### config.mk
export PLATFORM = sky130hd
export DESIGN_NAME = cprot_unit
export DESIGN_NICKNAME = d
export VERILOG_FILES = /design/src/rtl/cprot_unit.v
export VERILOG_INCLUDE_DIRS = /design/src /design/src/rtl
export SDC_FILE = /design/constraint.sdc
export NUM_CORES = 1
export LEC_CHECK = 0
export ABC_AREA = 1
export BUFFER_PORTS_ARGS = -buffer_cell sky130_fd_sc_hd__buf_2
export CORE_MARGIN = 2
export CORE_UTILIZATION = 43
export DETAILED_ROUTE_END_ITERATION = 7
export GPL_TIMING_DRIVEN = 0
export PLACE_DENSITY = 0.7
export SETUP_SLACK_MARGIN = 0.05
export SYNTH_ARGS = -nofsm -noshare
export SYNTH_HDL_FRONTEND = slang
export SYNTH_SLANG_ARGS = --single-unit
export TNS_END_PERCENT = 5
### constraint.sdc
create_clock -name mclk_in -period 2.2 [get_ports mclk_in]
set_clock_uncertainty 0.2 [all_clocks]
set_input_delay 0.33 -clock mclk_in [delete_from_list [all_inputs] [get_ports mclk_in]]
set_output_delay 0.33 -clock mclk_in [all_outputs]
set_load 0.01 [all_outputs]
### src/rtl/cprot_consts.vh
`ifndef CPROT_CONSTS_VH
`define CPROT_CONSTS_VH

// ==========================================================
// Address map (byte addresses of the table address space)
`define CPROT_AW 22
`define CPROT_BOOT_256 22'h000200
`define CPROT_BOOT_512 22'h000400
`define CPROT_BOOT_1K 22'h000800
`define CPROT_BLK1_BIG 22'h001000
`define CPROT_BLK1_SMALL 22'h000800
`define CPROT_PM_END_BIG 22'h002000
`define CPROT_PM_END_SMALL 22'h001000
`define CPROT_UID_BASE 22'h200000
`define CPROT_UID_LAST 22'h200007
`define CPROT_UID_N 8
`define CPROT_DEVID_LO 22'h3FFFFE
`define CPROT_DEVID_HI 22'h3FFFFF

// ==========================================================
// Protection register offsets
`define CPROT_BLOCK_READ_GUARD 22'h300008
`define CPROT_BOOT_EE_READ_GUARD 22'h300009
`define CPROT_BLOCK_WRITE_GUARD 22'h30000A
`define CPROT_SPECIAL_WRITE_GUARD 22'h30000B
`define CPROT_BLOCK_XREAD_GUARD 22'h30000C
`define CPROT_BOOT_XREAD_GUARD 22'h30000D

// ==========================================================
// Field positions
`define CPROT_B_BLK0 0
`define CPROT_B_BLK1 1
`define CPROT_B_EE_CP 7
`define CPROT_B_BOOT_CP 6
`define CPROT_B_EE_WP 7
`define CPROT_B_BOOT_WP 6
`define CPROT_B_CFG_WP 5
`define CPROT_B_BOOT_XR 6

// ==========================================================
// Region codes, boot size codes
`define CPROT_RG_BLK0 2'h0
`define CPROT_RG_BLK1 2'h1
`define CPROT_RG_BOOT 2'h2
`define CPROT_RG_NONE 2'h3
`define CPROT_BBS_256 2'h0
`define CPROT_BBS_512 2'h1

// ==========================================================
// Bit offsets of the bytes inside the 48-bit load image, erased state
`define CPROT_IMG_B1 8
`define CPROT_IMG_B2 16
`define CPROT_IMG_B3 24
`define CPROT_IMG_B4 32
`define CPROT_IMG_B5 40
`define CPROT_ALL_OPEN 3'h7

`endif

### src/rtl/cprot_unit.v
`timescale 1ns/1ps
`include "cprot_consts.vh"
// Summary of operation
// RULE1: Program memory splits into boot, block 0, block 1; rest reads zero.
// RULE2: Boot block size follows the two-bit size field; block 0 follows it.
// RULE3: Each region has code-protect, write-protect and cross-read bits.
// RULE4: Code-protect ignores execution; cleared bit blocks programmer access.
// RULE5: Cleared write-protect bit refuses table writes into that region.
// RULE6: Cleared cross-read bit still allows reads issued from same region.
// RULE7: Cleared cross-read bit returns zero to reads issued from elsewhere.
// RULE8: Table reads and writes reach any program location, checks permitting.
// RULE9: Protection bits only go from 1 to 0 on write.
// RULE10: Only programmer-started chip or block erase sets protection bits.
// RULE11: EEPROM code-protect blocks programmer reads and writes of EEPROM.
// RULE12: EEPROM write-protect rejects all EEPROM writes, CPU or programmer.
// RULE13: CPU reads of EEPROM always permitted.
// RULE14: Configuration write-protect bit is read-only to the CPU.
// RULE15: Configuration write-protect bit guards the configuration bytes.
// RULE16: Device identification word is readable by table reads.
// RULE17: Eight user ID bytes ending at 200007h, readable and writable.
// RULE18: User ID bytes stay readable under code protection.
// RULE19: Block code-protect in bits 1:0; EEPROM and boot in bits 7:6.
// RULE20: Refused table write leaves memory unchanged, no error shown.
module cprot_unit #(
  parameter BIG_PART = 1,
  parameter [15:0] DEVICE_ID = 16'h5A5A // Arbitrary value
) (
  // Clock and reset
  input wire mclk_in,
  input wire rst_b_in,
  // Nonvolatile state load
  input wire load_in,
  input wire [47:0] load_prot_in,
  input wire [1:0] boot_size_select_in,
  // Access request
  input wire req_in,
  input wire src_pgm_in,
  input wire wr_in,
  input wire ee_in,
  input wire erase_in,
  input wire chip_erase_in,
  input wire [`CPROT_AW-1:0] addr_in,
  input wire [`CPROT_AW-1:0] fetch_addr_in,
  input wire [7:0] wdata_in,
  input wire [7:0] mem_rdata_in,
  input wire [7:0] ee_rdata_in,
  // Answer
  output reg ack_out,
  output reg denied_out,
  output reg [7:0] rdata_out,
  // Memory write strobes
  output reg mem_we_out,
  output reg ee_we_out,
  output reg [`CPROT_AW-1:0] mem_addr_out,
  output reg [7:0] mem_wdata_out
);

  // ==========================================================
  // Protection state
  reg [2:0] cp_q;
  reg [2:0] wp_q;
  reg [2:0] xr_q;
  reg ee_cp_q;
  reg ee_wp_q;
  reg cfg_wp_q;
  reg [1:0] boot_sel_q;
  reg [7:0] uid_q [0:`CPROT_UID_N-1];

  // ==========================================================
  // Region limits
  reg [`CPROT_AW-1:0] boot_lim;
  wire [`CPROT_AW-1:0] blk1_base;
  wire [`CPROT_AW-1:0] pm_end;

  // Boot size per part and size code
  always @* begin
    if (boot_sel_q == `CPROT_BBS_256) begin
      boot_lim = `CPROT_BOOT_256; // [RULE2]
    end else if (BIG_PART != 0 && boot_sel_q != `CPROT_BBS_512) begin
      boot_lim = `CPROT_BOOT_1K; // [RULE2]
    end else begin
      boot_lim = `CPROT_BOOT_512; // [RULE2]
    end
  end

  assign blk1_base = (BIG_PART != 0) ? `CPROT_BLK1_BIG : `CPROT_BLK1_SMALL;
  assign pm_end = (BIG_PART != 0) ? `CPROT_PM_END_BIG : `CPROT_PM_END_SMALL;

  // Map an address to its protection region
  function [1:0] region_of;
    input [`CPROT_AW-1:0] a;
    input [`CPROT_AW-1:0] blim;
    input [`CPROT_AW-1:0] b1;
    input [`CPROT_AW-1:0] pend;
    begin
      if (a < blim) begin
        region_of = `CPROT_RG_BOOT; // [RULE1]
      end else if (a < b1) begin
        region_of = `CPROT_RG_BLK0; // [RULE1]
      end else if (a < pend) begin
        region_of = `CPROT_RG_BLK1; // [RULE1]
      end else begin
        region_of = `CPROT_RG_NONE;
      end
    end
  endfunction

  // ==========================================================
  // Request decode
  wire [1:0] tgt_rg;
  wire [1:0] src_rg;
  wire in_pm;
  wire in_uid;
  wire in_cfg;
  wire in_devid;
  wire cp_ok;
  wire wp_ok;
  wire xr_ok;
  wire [2:0] uid_idx;

  assign tgt_rg = region_of(addr_in, boot_lim, blk1_base, pm_end);
  assign src_rg = region_of(fetch_addr_in, boot_lim, blk1_base, pm_end);
  assign in_pm = (tgt_rg != `CPROT_RG_NONE);
  assign in_uid = (addr_in >= `CPROT_UID_BASE) &&
    (addr_in <= `CPROT_UID_LAST);
  assign in_cfg = (addr_in >= `CPROT_BLOCK_READ_GUARD) &&
    (addr_in <= `CPROT_BOOT_XREAD_GUARD);
  assign in_devid = (addr_in >= `CPROT_DEVID_LO);
  assign uid_idx = addr_in[2:0];
  // Per-region checks; index is valid only while in_pm
  assign cp_ok = in_pm && cp_q[tgt_rg]; // [RULE3]
  assign wp_ok = in_pm && wp_q[tgt_rg]; // [RULE3]
  assign xr_ok = in_pm && (xr_q[tgt_rg] || (src_rg == tgt_rg)); // [RULE6]

  // Configuration byte image
  reg [7:0] cfg_rd;
  always @* begin
    cfg_rd = 8'h00;
    if (addr_in == `CPROT_BLOCK_READ_GUARD) begin
      cfg_rd[`CPROT_B_BLK0] = cp_q[`CPROT_RG_BLK0]; // [RULE19]
      cfg_rd[`CPROT_B_BLK1] = cp_q[`CPROT_RG_BLK1]; // [RULE19]
    end else if (addr_in == `CPROT_BOOT_EE_READ_GUARD) begin
      cfg_rd[`CPROT_B_EE_CP] = ee_cp_q; // [RULE19]
      cfg_rd[`CPROT_B_BOOT_CP] = cp_q[`CPROT_RG_BOOT]; // [RULE19]
    end else if (addr_in == `CPROT_BLOCK_WRITE_GUARD) begin
      cfg_rd[`CPROT_B_BLK0] = wp_q[`CPROT_RG_BLK0];
      cfg_rd[`CPROT_B_BLK1] = wp_q[`CPROT_RG_BLK1];
    end else if (addr_in == `CPROT_SPECIAL_WRITE_GUARD) begin
      cfg_rd[`CPROT_B_EE_WP] = ee_wp_q;
      cfg_rd[`CPROT_B_BOOT_WP] = wp_q[`CPROT_RG_BOOT];
      cfg_rd[`CPROT_B_CFG_WP] = cfg_wp_q;
    end else if (addr_in == `CPROT_BLOCK_XREAD_GUARD) begin
      cfg_rd[`CPROT_B_BLK0] = xr_q[`CPROT_RG_BLK0];
      cfg_rd[`CPROT_B_BLK1] = xr_q[`CPROT_RG_BLK1];
    end else if (addr_in == `CPROT_BOOT_XREAD_GUARD) begin
      cfg_rd[`CPROT_B_BOOT_XR] = xr_q[`CPROT_RG_BOOT];
    end
  end

  // Config writes: CPU needs the guard open, programmer always may
  wire cfg_wr;
  wire prog_erase;
  assign cfg_wr = req_in && wr_in && !ee_in && in_cfg &&
    (src_pgm_in || cfg_wp_q); // [RULE15]
  // CPU erase requests are ignored outright
  assign prog_erase = erase_in && src_pgm_in; // [RULE10]

  // ==========================================================
  // Protection bit update; load restores, erase sets, writes clear
  always @(posedge mclk_in or negedge rst_b_in) begin
    if (!rst_b_in) begin
      cp_q <= `CPROT_ALL_OPEN;
      wp_q <= `CPROT_ALL_OPEN;
      xr_q <= `CPROT_ALL_OPEN;
      ee_cp_q <= 1'b1;
      ee_wp_q <= 1'b1;
      cfg_wp_q <= 1'b1;
      boot_sel_q <= `CPROT_BBS_256;
    end else if (load_in) begin
      cp_q <= {load_prot_in[`CPROT_IMG_B1 + `CPROT_B_BOOT_CP],
        load_prot_in[`CPROT_B_BLK1], load_prot_in[`CPROT_B_BLK0]};
      ee_cp_q <= load_prot_in[`CPROT_IMG_B1 + `CPROT_B_EE_CP];
      wp_q <= {load_prot_in[`CPROT_IMG_B3 + `CPROT_B_BOOT_WP],
        load_prot_in[`CPROT_IMG_B2 + `CPROT_B_BLK1],
        load_prot_in[`CPROT_IMG_B2 + `CPROT_B_BLK0]};
      ee_wp_q <= load_prot_in[`CPROT_IMG_B3 + `CPROT_B_EE_WP];
      cfg_wp_q <= load_prot_in[`CPROT_IMG_B3 + `CPROT_B_CFG_WP];
      xr_q <= {load_prot_in[`CPROT_IMG_B5 + `CPROT_B_BOOT_XR],
        load_prot_in[`CPROT_IMG_B4 + `CPROT_B_BLK1],
        load_prot_in[`CPROT_IMG_B4 + `CPROT_B_BLK0]};
      boot_sel_q <= boot_size_select_in;
    end else if (prog_erase && chip_erase_in) begin
      cp_q <= `CPROT_ALL_OPEN; // [RULE10]
      wp_q <= `CPROT_ALL_OPEN;
      xr_q <= `CPROT_ALL_OPEN;
      ee_cp_q <= 1'b1;
      ee_wp_q <= 1'b1;
      cfg_wp_q <= 1'b1;
    end else if (prog_erase) begin
      // Block erase restores only the addressed region
      if (in_pm) begin
        cp_q[tgt_rg] <= 1'b1; // [RULE10]
        wp_q[tgt_rg] <= 1'b1;
        xr_q[tgt_rg] <= 1'b1;
      end
    end else if (cfg_wr) begin
      // AND with old value: a 1 never revives a cleared bit
      if (addr_in == `CPROT_BLOCK_READ_GUARD) begin
        cp_q[1:0] <= cp_q[1:0] & wdata_in[1:0]; // [RULE9]
      end else if (addr_in == `CPROT_BOOT_EE_READ_GUARD) begin
        ee_cp_q <= ee_cp_q & wdata_in[`CPROT_B_EE_CP]; // [RULE9]
        cp_q[`CPROT_RG_BOOT] <= cp_q[`CPROT_RG_BOOT] &
          wdata_in[`CPROT_B_BOOT_CP];
      end else if (addr_in == `CPROT_BLOCK_WRITE_GUARD) begin
        wp_q[1:0] <= wp_q[1:0] & wdata_in[1:0]; // [RULE9]
      end else if (addr_in == `CPROT_SPECIAL_WRITE_GUARD) begin
        ee_wp_q <= ee_wp_q & wdata_in[`CPROT_B_EE_WP];
        wp_q[`CPROT_RG_BOOT] <= wp_q[`CPROT_RG_BOOT] &
          wdata_in[`CPROT_B_BOOT_WP];
        if (src_pgm_in) begin
          cfg_wp_q <= cfg_wp_q & wdata_in[`CPROT_B_CFG_WP]; // [RULE14]
        end
      end else if (addr_in == `CPROT_BLOCK_XREAD_GUARD) begin
        xr_q[1:0] <= xr_q[1:0] & wdata_in[1:0]; // [RULE9]
      end else begin
        xr_q[`CPROT_RG_BOOT] <= xr_q[`CPROT_RG_BOOT] &
          wdata_in[`CPROT_B_BOOT_XR];
      end
    end
  end

  // ==========================================================
  // User ID bytes: no reset, plain storage, always accessible
  genvar gi;
  generate
    for (gi = 0; gi < `CPROT_UID_N; gi = gi + 1) begin : g_uid
      always @(posedge mclk_in) begin
        if (req_in && wr_in && !ee_in && in_uid && uid_idx == gi) begin
          uid_q[gi] <= wdata_in; // [RULE17]
        end
      end
    end
  endgenerate

  // ==========================================================
  // Answer path: one registered reply per request
  always @(posedge mclk_in or negedge rst_b_in) begin
    if (!rst_b_in) begin
      ack_out <= 1'b0;
      denied_out <= 1'b0;
      rdata_out <= 8'h00;
      mem_we_out <= 1'b0;
      ee_we_out <= 1'b0;
      mem_addr_out <= {`CPROT_AW{1'b0}};
      mem_wdata_out <= 8'h00;
    end else begin
      ack_out <= req_in;
      denied_out <= 1'b0;
      rdata_out <= 8'h00;
      mem_we_out <= 1'b0;
      ee_we_out <= 1'b0;
      if (req_in) begin
        mem_addr_out <= addr_in;
        mem_wdata_out <= wdata_in;
      end
      if (req_in && ee_in) begin
        if (src_pgm_in && !ee_cp_q) begin
          denied_out <= 1'b1; // [RULE11]
        end else if (wr_in) begin
          ee_we_out <= ee_wp_q; // [RULE12]
          denied_out <= src_pgm_in && !ee_wp_q;
        end else begin
          rdata_out <= ee_rdata_in; // [RULE13]
        end
      end else if (req_in && in_pm && src_pgm_in) begin
        // Programmer path: only code-protect matters
        if (!cp_ok) begin
          denied_out <= 1'b1; // [RULE4]
        end else if (wr_in) begin
          mem_we_out <= 1'b1;
        end else begin
          rdata_out <= mem_rdata_in;
        end
      end else if (req_in && in_pm) begin
        // CPU path: refusals are silent
        if (wr_in) begin
          mem_we_out <= wp_ok; // [RULE5] [RULE8] [RULE20]
        end else if (xr_ok) begin
          rdata_out <= mem_rdata_in; // [RULE6] [RULE8]
        end else begin
          rdata_out <= 8'h00; // [RULE7]
        end
      end else if (req_in && !wr_in && in_uid) begin
        rdata_out <= uid_q[uid_idx]; // [RULE18]
      end else if (req_in && !wr_in && in_cfg) begin
        rdata_out <= cfg_rd;
      end else if (req_in && !wr_in && in_devid) begin
        rdata_out <= addr_in[0] ? DEVICE_ID[15:8] : DEVICE_ID[7:0]; // [RULE16]
      end else if (req_in && wr_in && in_cfg && !cfg_wr) begin
        denied_out <= src_pgm_in;
      end
    end
  end

endmodule // cprot_unit

==> results of run 1 <==
flip-flops by register name (all words and copies together) (netlist names):
name / count
uid_q: 64
mem_addr_out: 22
mem_wdata_out: 8
rdata_out: 8
cp_q: 3
wp_q: 3
xr_q: 3
boot_sel_q: 2
ack_out: 1
cfg_wp_q: 1
denied_out: 1
ee_cp_q: 1
ee_we_out: 1
ee_wp_q: 1
mem_we_out: 1
how the worst max path moves through the flow:
stage	to	slack [ps]	depth (start not counted)
floorplan	uid_q[3][0]$_DFFE_PP_	-40	7
global placement	uid_q[3][6]$_DFFE_PP_	-880	8
detailed placement	uid_q[3][6]$_DFFE_PP_	-970	8
CTS	uid_q[3][6]$_DFFE_PP_	-70	8
global route	rdata_out[1]$_DFF_PN0_	-210	17
finish	rdata_out[7]$_DFF_PN0_	-10	18
power by group through the flow:
| stage | registers (mW) | clock network [mW] | logic [mW] |
|---|---|---|---|
| 6_report | 2.57 | 2.80 | 0.721 |
| 5_1_grt | 2.58 | 2.91 | 0.802 |
| 4_1_cts | 2.57 | 2.82 | 0.700 |
| 3_5_place_dp | 2.61 | 0 | 0.640 |
| 3_3_place_gp | 2.61 | 0 | 0.627 |
| 2_1_floorplan | 2.62 | 0 | 0.321 |
metal layers:
layer,up-vias,GRT usage [%],wire length (µm)
li1,2764,-,-
met1,2680,29.2,7550
met2,227,41.3,8740
met3,41,4.55,1060
met4,0,11.7,570
met5,-,0,0
worst max-delay path: stages, from the launching register on:
cell	delay, ps
dfrtp_1	370
inv_2	100
nand2_4	70
ha_4	270
nand2_2	40
nor2_1	70
nand2_1	70
nand2_2	70
nand2_2	60
nor2_4	130
nand2_1	90
nand2_2	90
nand2_2	90
nand2_1	70
nand3_1	60
nand2_1	80
nand2_1	60
nand2_1	60
nand2_1	50
placed cells by master (no fill, tap or decap), types with 5 or more instances in the layout:
master | synthesis | routed
nand2_2 | 2 | 10
nor2_1 | 82 | 74
buf_4 | 1 | 6
inv_2 | 6 | 9
nand4_1 | 16 | 16
nor2_2 | 7 | 10
nand2_1 | 244 | 235
inv_1 | 68 | 65
dfstp_2 | 12 | 12
dlygate4sd3_1 | 0 | 32
edfxtp_1 | 64 | 64
a21oi_1 | 15 | 13
clkbuf_16 | 0 | 17
nand3_2 | 4 | 5
clkbuf_1 | 9 | 11
nor2_4 | 2 | 7
o21ai_0 | 37 | 35
nand3_1 | 33 | 32
o21ai_1 | 7 | 8
o211ai_1 | 11 | 11
buf_2 | 5 | 125
o22ai_1 | 5 | 5
nor3_1 | 12 | 7
dfrtp_1 | 44 | 44
a22oi_1 | 6 | 6
cell type report:
| cell class | count | area (µm²) |
|---|---|---|
| repair buffers | 160 | 1020 |
| clock inverters | 13 | 153 |
| well taps | 180 | 225 |
| inverters | 75 | 283 |
| fillers | 1221 | 5770 |
| multi-input cells | 511 | 2530 |
| clock buffers | 19 | 433 |
| flip-flops and latches | 120 | 3340 |
| plain buffers | 17 | 73.8 |
cells by family (layout without fill, tap and decap cells):
| group | count (synthesis) | in the layout | share of synthesized area, % |
|---|---|---|---|
| simple gates | 410 | 410 | 28.6 |
| flops | 120 | 120 | 55.0 |
| fa+ha+maj | 4 | 4 | 0.824 |
| compound gates | 97 | 97 | 9.73 |
| buf+inv | 92 | 284 | 5.87 |
through the flow:
step	total power, mW	hold WS [ps]	setup slack [ps]	instance area [µm²]
CTS	6.09	1.62	-68.9	7900
detailed placement	3.25	254	-967	6900
finish	6.10	4.17	-12.1	8060
floorplan	2.94	-166	-41.0	6070
global route	6.30	29.9	-208	8060
global placement	3.24	250	-882	6900
what timing repair did:
action,CTS,global route
endpoints found under the setup margin,72,80
hold buffers,31,1
setup buffers,4,3
pin swaps,9,9
cloned,0,0
gates resized for setup,22,21
endpoints found under the hold margin,38,44
==> run metrics, run 1 <==
status finished with violations; failing checks negative setup slack; largest net degree at the start of global routing 57; critical path class reg2reg; Fin. Hold Viols 0; drt drc 0; Final Non-Filler Cells roughly 1100; Initial Utilization a little over two fifths; worst setup margin -12.1 ps; Syn Nets between 800 and 900; TritonCTS clock tree done; combinational fraction of design power 11.8%; list of most frequent post-synthesis cells nand2_1, nor2_1, inv_1; Mapped Area 6070 µm²; later-pin clock latency in the skew report roughly 430 ps; area leader, netlist edfxtp_1; Worst R2R Path Depth 18; crit end category flip-flop; total CTS buffers 17; Post-Route WL between 15000 and 20000 µm; first-pass GRT wire length between 20000 and 30000 µm; r2r startpoint boot_sel_q[1]$_DFFE_PN0P_; die footprint 15100 µm²; Switching Power roughly 1.6 mW; Syn Area/Cell approximately 8.4 µm²; pwr dens approximately 760 nW/µm²; period utilisation layout 101%; Tightest Hold Check Type in2reg; CP startpoint kind flip-flop; internal power about 4.5 mW; Core ar. between 10000 and 15000 µm²; GRT Residual Overflow 0; drt pass-1 iters 5; top_reg_cell synth edfxtp_1; routed len/inst about 16 µm; Worst-Margin Slew between 700 and 800 ps; overall die height 123 µm; CP required 2320 ps; Worst-path clk slew about 60 ps; routability cong. roughly 0.91; worst-path fanout max 5; Final Max Slew Viols 0; Area contributors post-synth edfxtp_1, dfrtp_1, nand2_1; Placed Cells about 1000; Post-DP HPWL about 12000 µm; CTS Root Cell clkbuf_16; switching fraction of total power 25.5%; RSZ-0062 raised after global routing yes; Via Count approximately 5700; RR Endpoint rdata_out[7]$_DFF_PN0_; Clock Path Buffers 2; Worst Setup SP boot_sel_q[1]$_DFFE_PN0P_; Post-synth EDFFs between 60 and 70; post-synthesis cell count about 720; Worst IR Drop VDD a little over 600 µV; num rows 43; via/cell ratio between 5 and 6; input/output buffers approximately 120; setup violation total in the final timing report 2; ANT cells 0; initial drt markers around 450; setup_tns -15.6 ps; fmax approximately 450 MHz; data arrival time of the critical path roughly 2300 ps; Synth top area share between 30% and 40%; power share of the clock group a little under half; htree depth 4; Hold Path Depth 1; Synth Register Bits 120; Die W 123 µm; utilization after layout between 50 and 60%; ys async rst share between 40 and 50%; Seq/Total Area, Yosys ~55%; Lkg Pwr about 3.6 nW; DRT antenna net count 0; IO Count ~170; vias in the first global route roughly 5500; initial antenna violation count 0; max_cap viols 0; hold path endpoint uid_q[2][3]$_DFFE_PP_; Seq pwr share approximately 42%; fin nets a little over 1000; slew margin rel. a little under half; FF-to-FF setup slack -10 ps; Hold Crit Start wdata_in[3]; clk sink count 120; Area Overhead vs Synth 32.7%; most frequent cell after synthesis nand2_1; layout cells sized above 1 25.6%; Yosys warnings 0; synth unique cells between 40 and 50; total track usage between 20% and 30%; min Tclk post-route roughly 2200 ps
No activity file was read; power rests on OpenSTA's default activity.
==> run 2: changes to the inputs <==
--- a/config.mk
+++ b/config.mk
@@ -8,12 +8,12 @@
 export LEC_CHECK = 0
 export ABC_AREA = 1
 export BUFFER_PORTS_ARGS = -buffer_cell sky130_fd_sc_hd__buf_2
+export CAP_MARGIN = 15
 export CORE_MARGIN = 2
 export CORE_UTILIZATION = 43
 export DETAILED_ROUTE_END_ITERATION = 7
 export GPL_TIMING_DRIVEN = 0
 export PLACE_DENSITY = 0.7
-export SETUP_SLACK_MARGIN = 0.05
 export SYNTH_ARGS = -nofsm -noshare
 export SYNTH_HDL_FRONTEND = slang
 export SYNTH_SLANG_ARGS = --single-unit
==> run metrics, run 2 (synthesized netlist as in run 1, its figures left out) <==
status finished with violations; failing checks negative hold slack, negative setup slack; total track usage roughly a quarter; period utilisation layout 102%; most common cell after layout, fill and taps aside nand2_1; largest net degree at the start of global routing 32; register area approximately 3300 µm²; commonest non-fill, non-tap cells in the layout nand2_1, buf_2, nor2_1; Worst IR Drop VDD ~530 µV; crit end category flip-flop; drt pass-1 iters 5; die footprint between 15000 and 20000 µm²; DRT antenna net count 0; pwr dens 784 nW/µm²; Fin. Hold Viols 6; hold slack -3.77 ps; drt drc 0; Die W about 120 µm; max reg flops 64; num rows 43; routability cong. ~0.91; worst setup margin -52.9 ps; Buf/Inv on CP 2; Slowest-stage cell, CP dfrtp_1; Worst-Margin Slew 667 ps; crit-path cells inv_2, buf_6, ha_4, nand2_2, nor2_1, nand2_1, nand2_2, nand2_2, nor2_4, nand2_1, nand2_2, nand2_4, nand2_2, nand3_2, nand2_1, nand2_1, nand2_1, nand2_1; layout cells sized above 1 between 20% and 30%; Via Count roughly 5700; data arrival time of the critical path ~2400 ps; first-pass GRT wire length between 20000 and 30000 µm; combinational fraction of design power between 10 and 15%; power share of the clock group between 40% and 50%; RSZ-0062 raised after global routing yes; met3 WL post-DR 1180 µm; worst-path fanout max 5; internal power 4.90 mW; IO Count ~170; DRT met1 WL 7450 µm; later-pin clock latency in the skew report about 430 ps; Final Max Slew Viols 0; Area Overhead vs Synth 35.4%; CP startpoint kind flip-flop; routed len/inst roughly 16 µm; post-layout power roughly 6.4 mW; Largest regs uid_q: 64 flops, mem_addr_out: 22 flops; Seq pwr share between 40% and 50%; Lkg Pwr around 3.7 nW; DR top layer met4; min Tclk post-route 2250 ps; TritonCTS clock tree done; Post-Route WL ~18000 µm; Core ar. 13800 µm²; vias in the first global route around 5600; max_cap viols 0; Clock Path Buffers 2; ANT cells 0; clk sink count 120; total CTS buffers 17; slew margin rel. between 50% and 60%; CTS Root Cell clkbuf_16; Routed met2 length a little under 9000 µm; initial antenna violation count 0; htree depth 4; fin nets around 1000; via/cell ratio 5.22; CP required 2310 ps; Switching Power around 1.5 mW; switching fraction of total power between 20% and 30%; CP max stage delay between 300 and 400 ps; Worst path most repeated cell nand2_1; Initial Utilization between 40% and 50%; fmax between 400 and 500 MHz; # fillers 1178; critical path class reg2reg; GRT Residual Overflow 0; largest reg by FF count uid_q; initial drt markers 418; Post-DP HPWL 12700 µm; input/output buffers roughly 120; overall die height 123 µm; Worst-path clk slew 60 ps; setup_tns -76.2 ps; multi-input combinational cell area roughly 2600 µm²; setup violation total in the final timing report 4; crit-path leading delay family simple AND/OR/NAND/NOR gates; Tightest Hold Check Type in2reg
-- run 2: final timing paths --
path / start / endpoint / slack [ps] / cells past startpoint
worst max-delay path: boot_sel_q[1]$_DFFE_PN0P_ / rdata_out[7]$_DFF_PN0_ / -50 / 18
worst min-delay path: wdata_in[3] / uid_q[2][3]$_DFFE_PP_ / -4 / 1
worst max register to register: boot_sel_q[1]$_DFFE_PN0P_ / rdata_out[7]$_DFF_PN0_ / -50 / 18
worst min register to register: mem_wdata_out[5]$_DFFE_PN0P_ / mem_wdata_out[5]$_DFFE_PN0P_ / 260 / 2
max in group asynchronous: rst_b_in / mem_wdata_out[3]$_DFFE_PN0P_ / 930 / 3
min in group asynchronous: rst_b_in / boot_sel_q[1]$_DFFE_PN0P_ / 270 / 2
-- run 2: power by group through the flow --
stage	Clock, mW	Sequential [mW]	Combinational [mW]
floorplan	0	2.62	0.321
global route	3.26	2.58	0.816
CTS	3.15	2.57	0.714
finish	3.14	2.58	0.733
detailed placement	0	2.61	0.643
global placement	0	2.61	0.627
-- run 2: routing by layer --
metal	GRT usage, %	up-vias
li1	-	2788
met1	29.7	2690
met2	41.9	217
met3	5.67	48
met4	11.7	0
met5	0	-
-- run 2: final cells by class --
type,instances,share of cell area [%]
sequential,120,40.6
multi-input combinational,511,31.3
timing repair buffer,166,13.1
clock buffer,18,5.22
inverter,75,3.44
clock inverter,14,2.77
tap,180,2.74
buffer,17,0.898
-- run 2: stage by stage --
stage,hold slack [ps],worst slack (ps),instances,util [%],cell area [µm²]
2_1_floorplan,-166,-41.0,723,-,6070
3_3_place_gp,250,-882,1024,49.9,6900
3_5_place_dp,190,-748,1029,50.2,6950
4_1_cts,0.608,-100,1096,58.3,8060
5_1_grt,14.6,-168,1101,59.5,8220
6_report,-3.77,-52.9,1101,59.5,8220
-- run 2: worst reg2reg max path: cells and delay by family, from the launching register on --
kind          cells  cell delay [ps]
fa+ha+maj         1              260
flops             1              340
buf+inv           2              180
simple gates     15             1180
-- run 2: what timing repair did --
action | CTS | global route
hold endpoints to repair | 50 | 0
setup buffers | 4 | 5
pin swaps | 11 | 12
hold buffers | 31 | 0
setup endpoints to repair | 51 | 58
resized for setup | 27 | 23
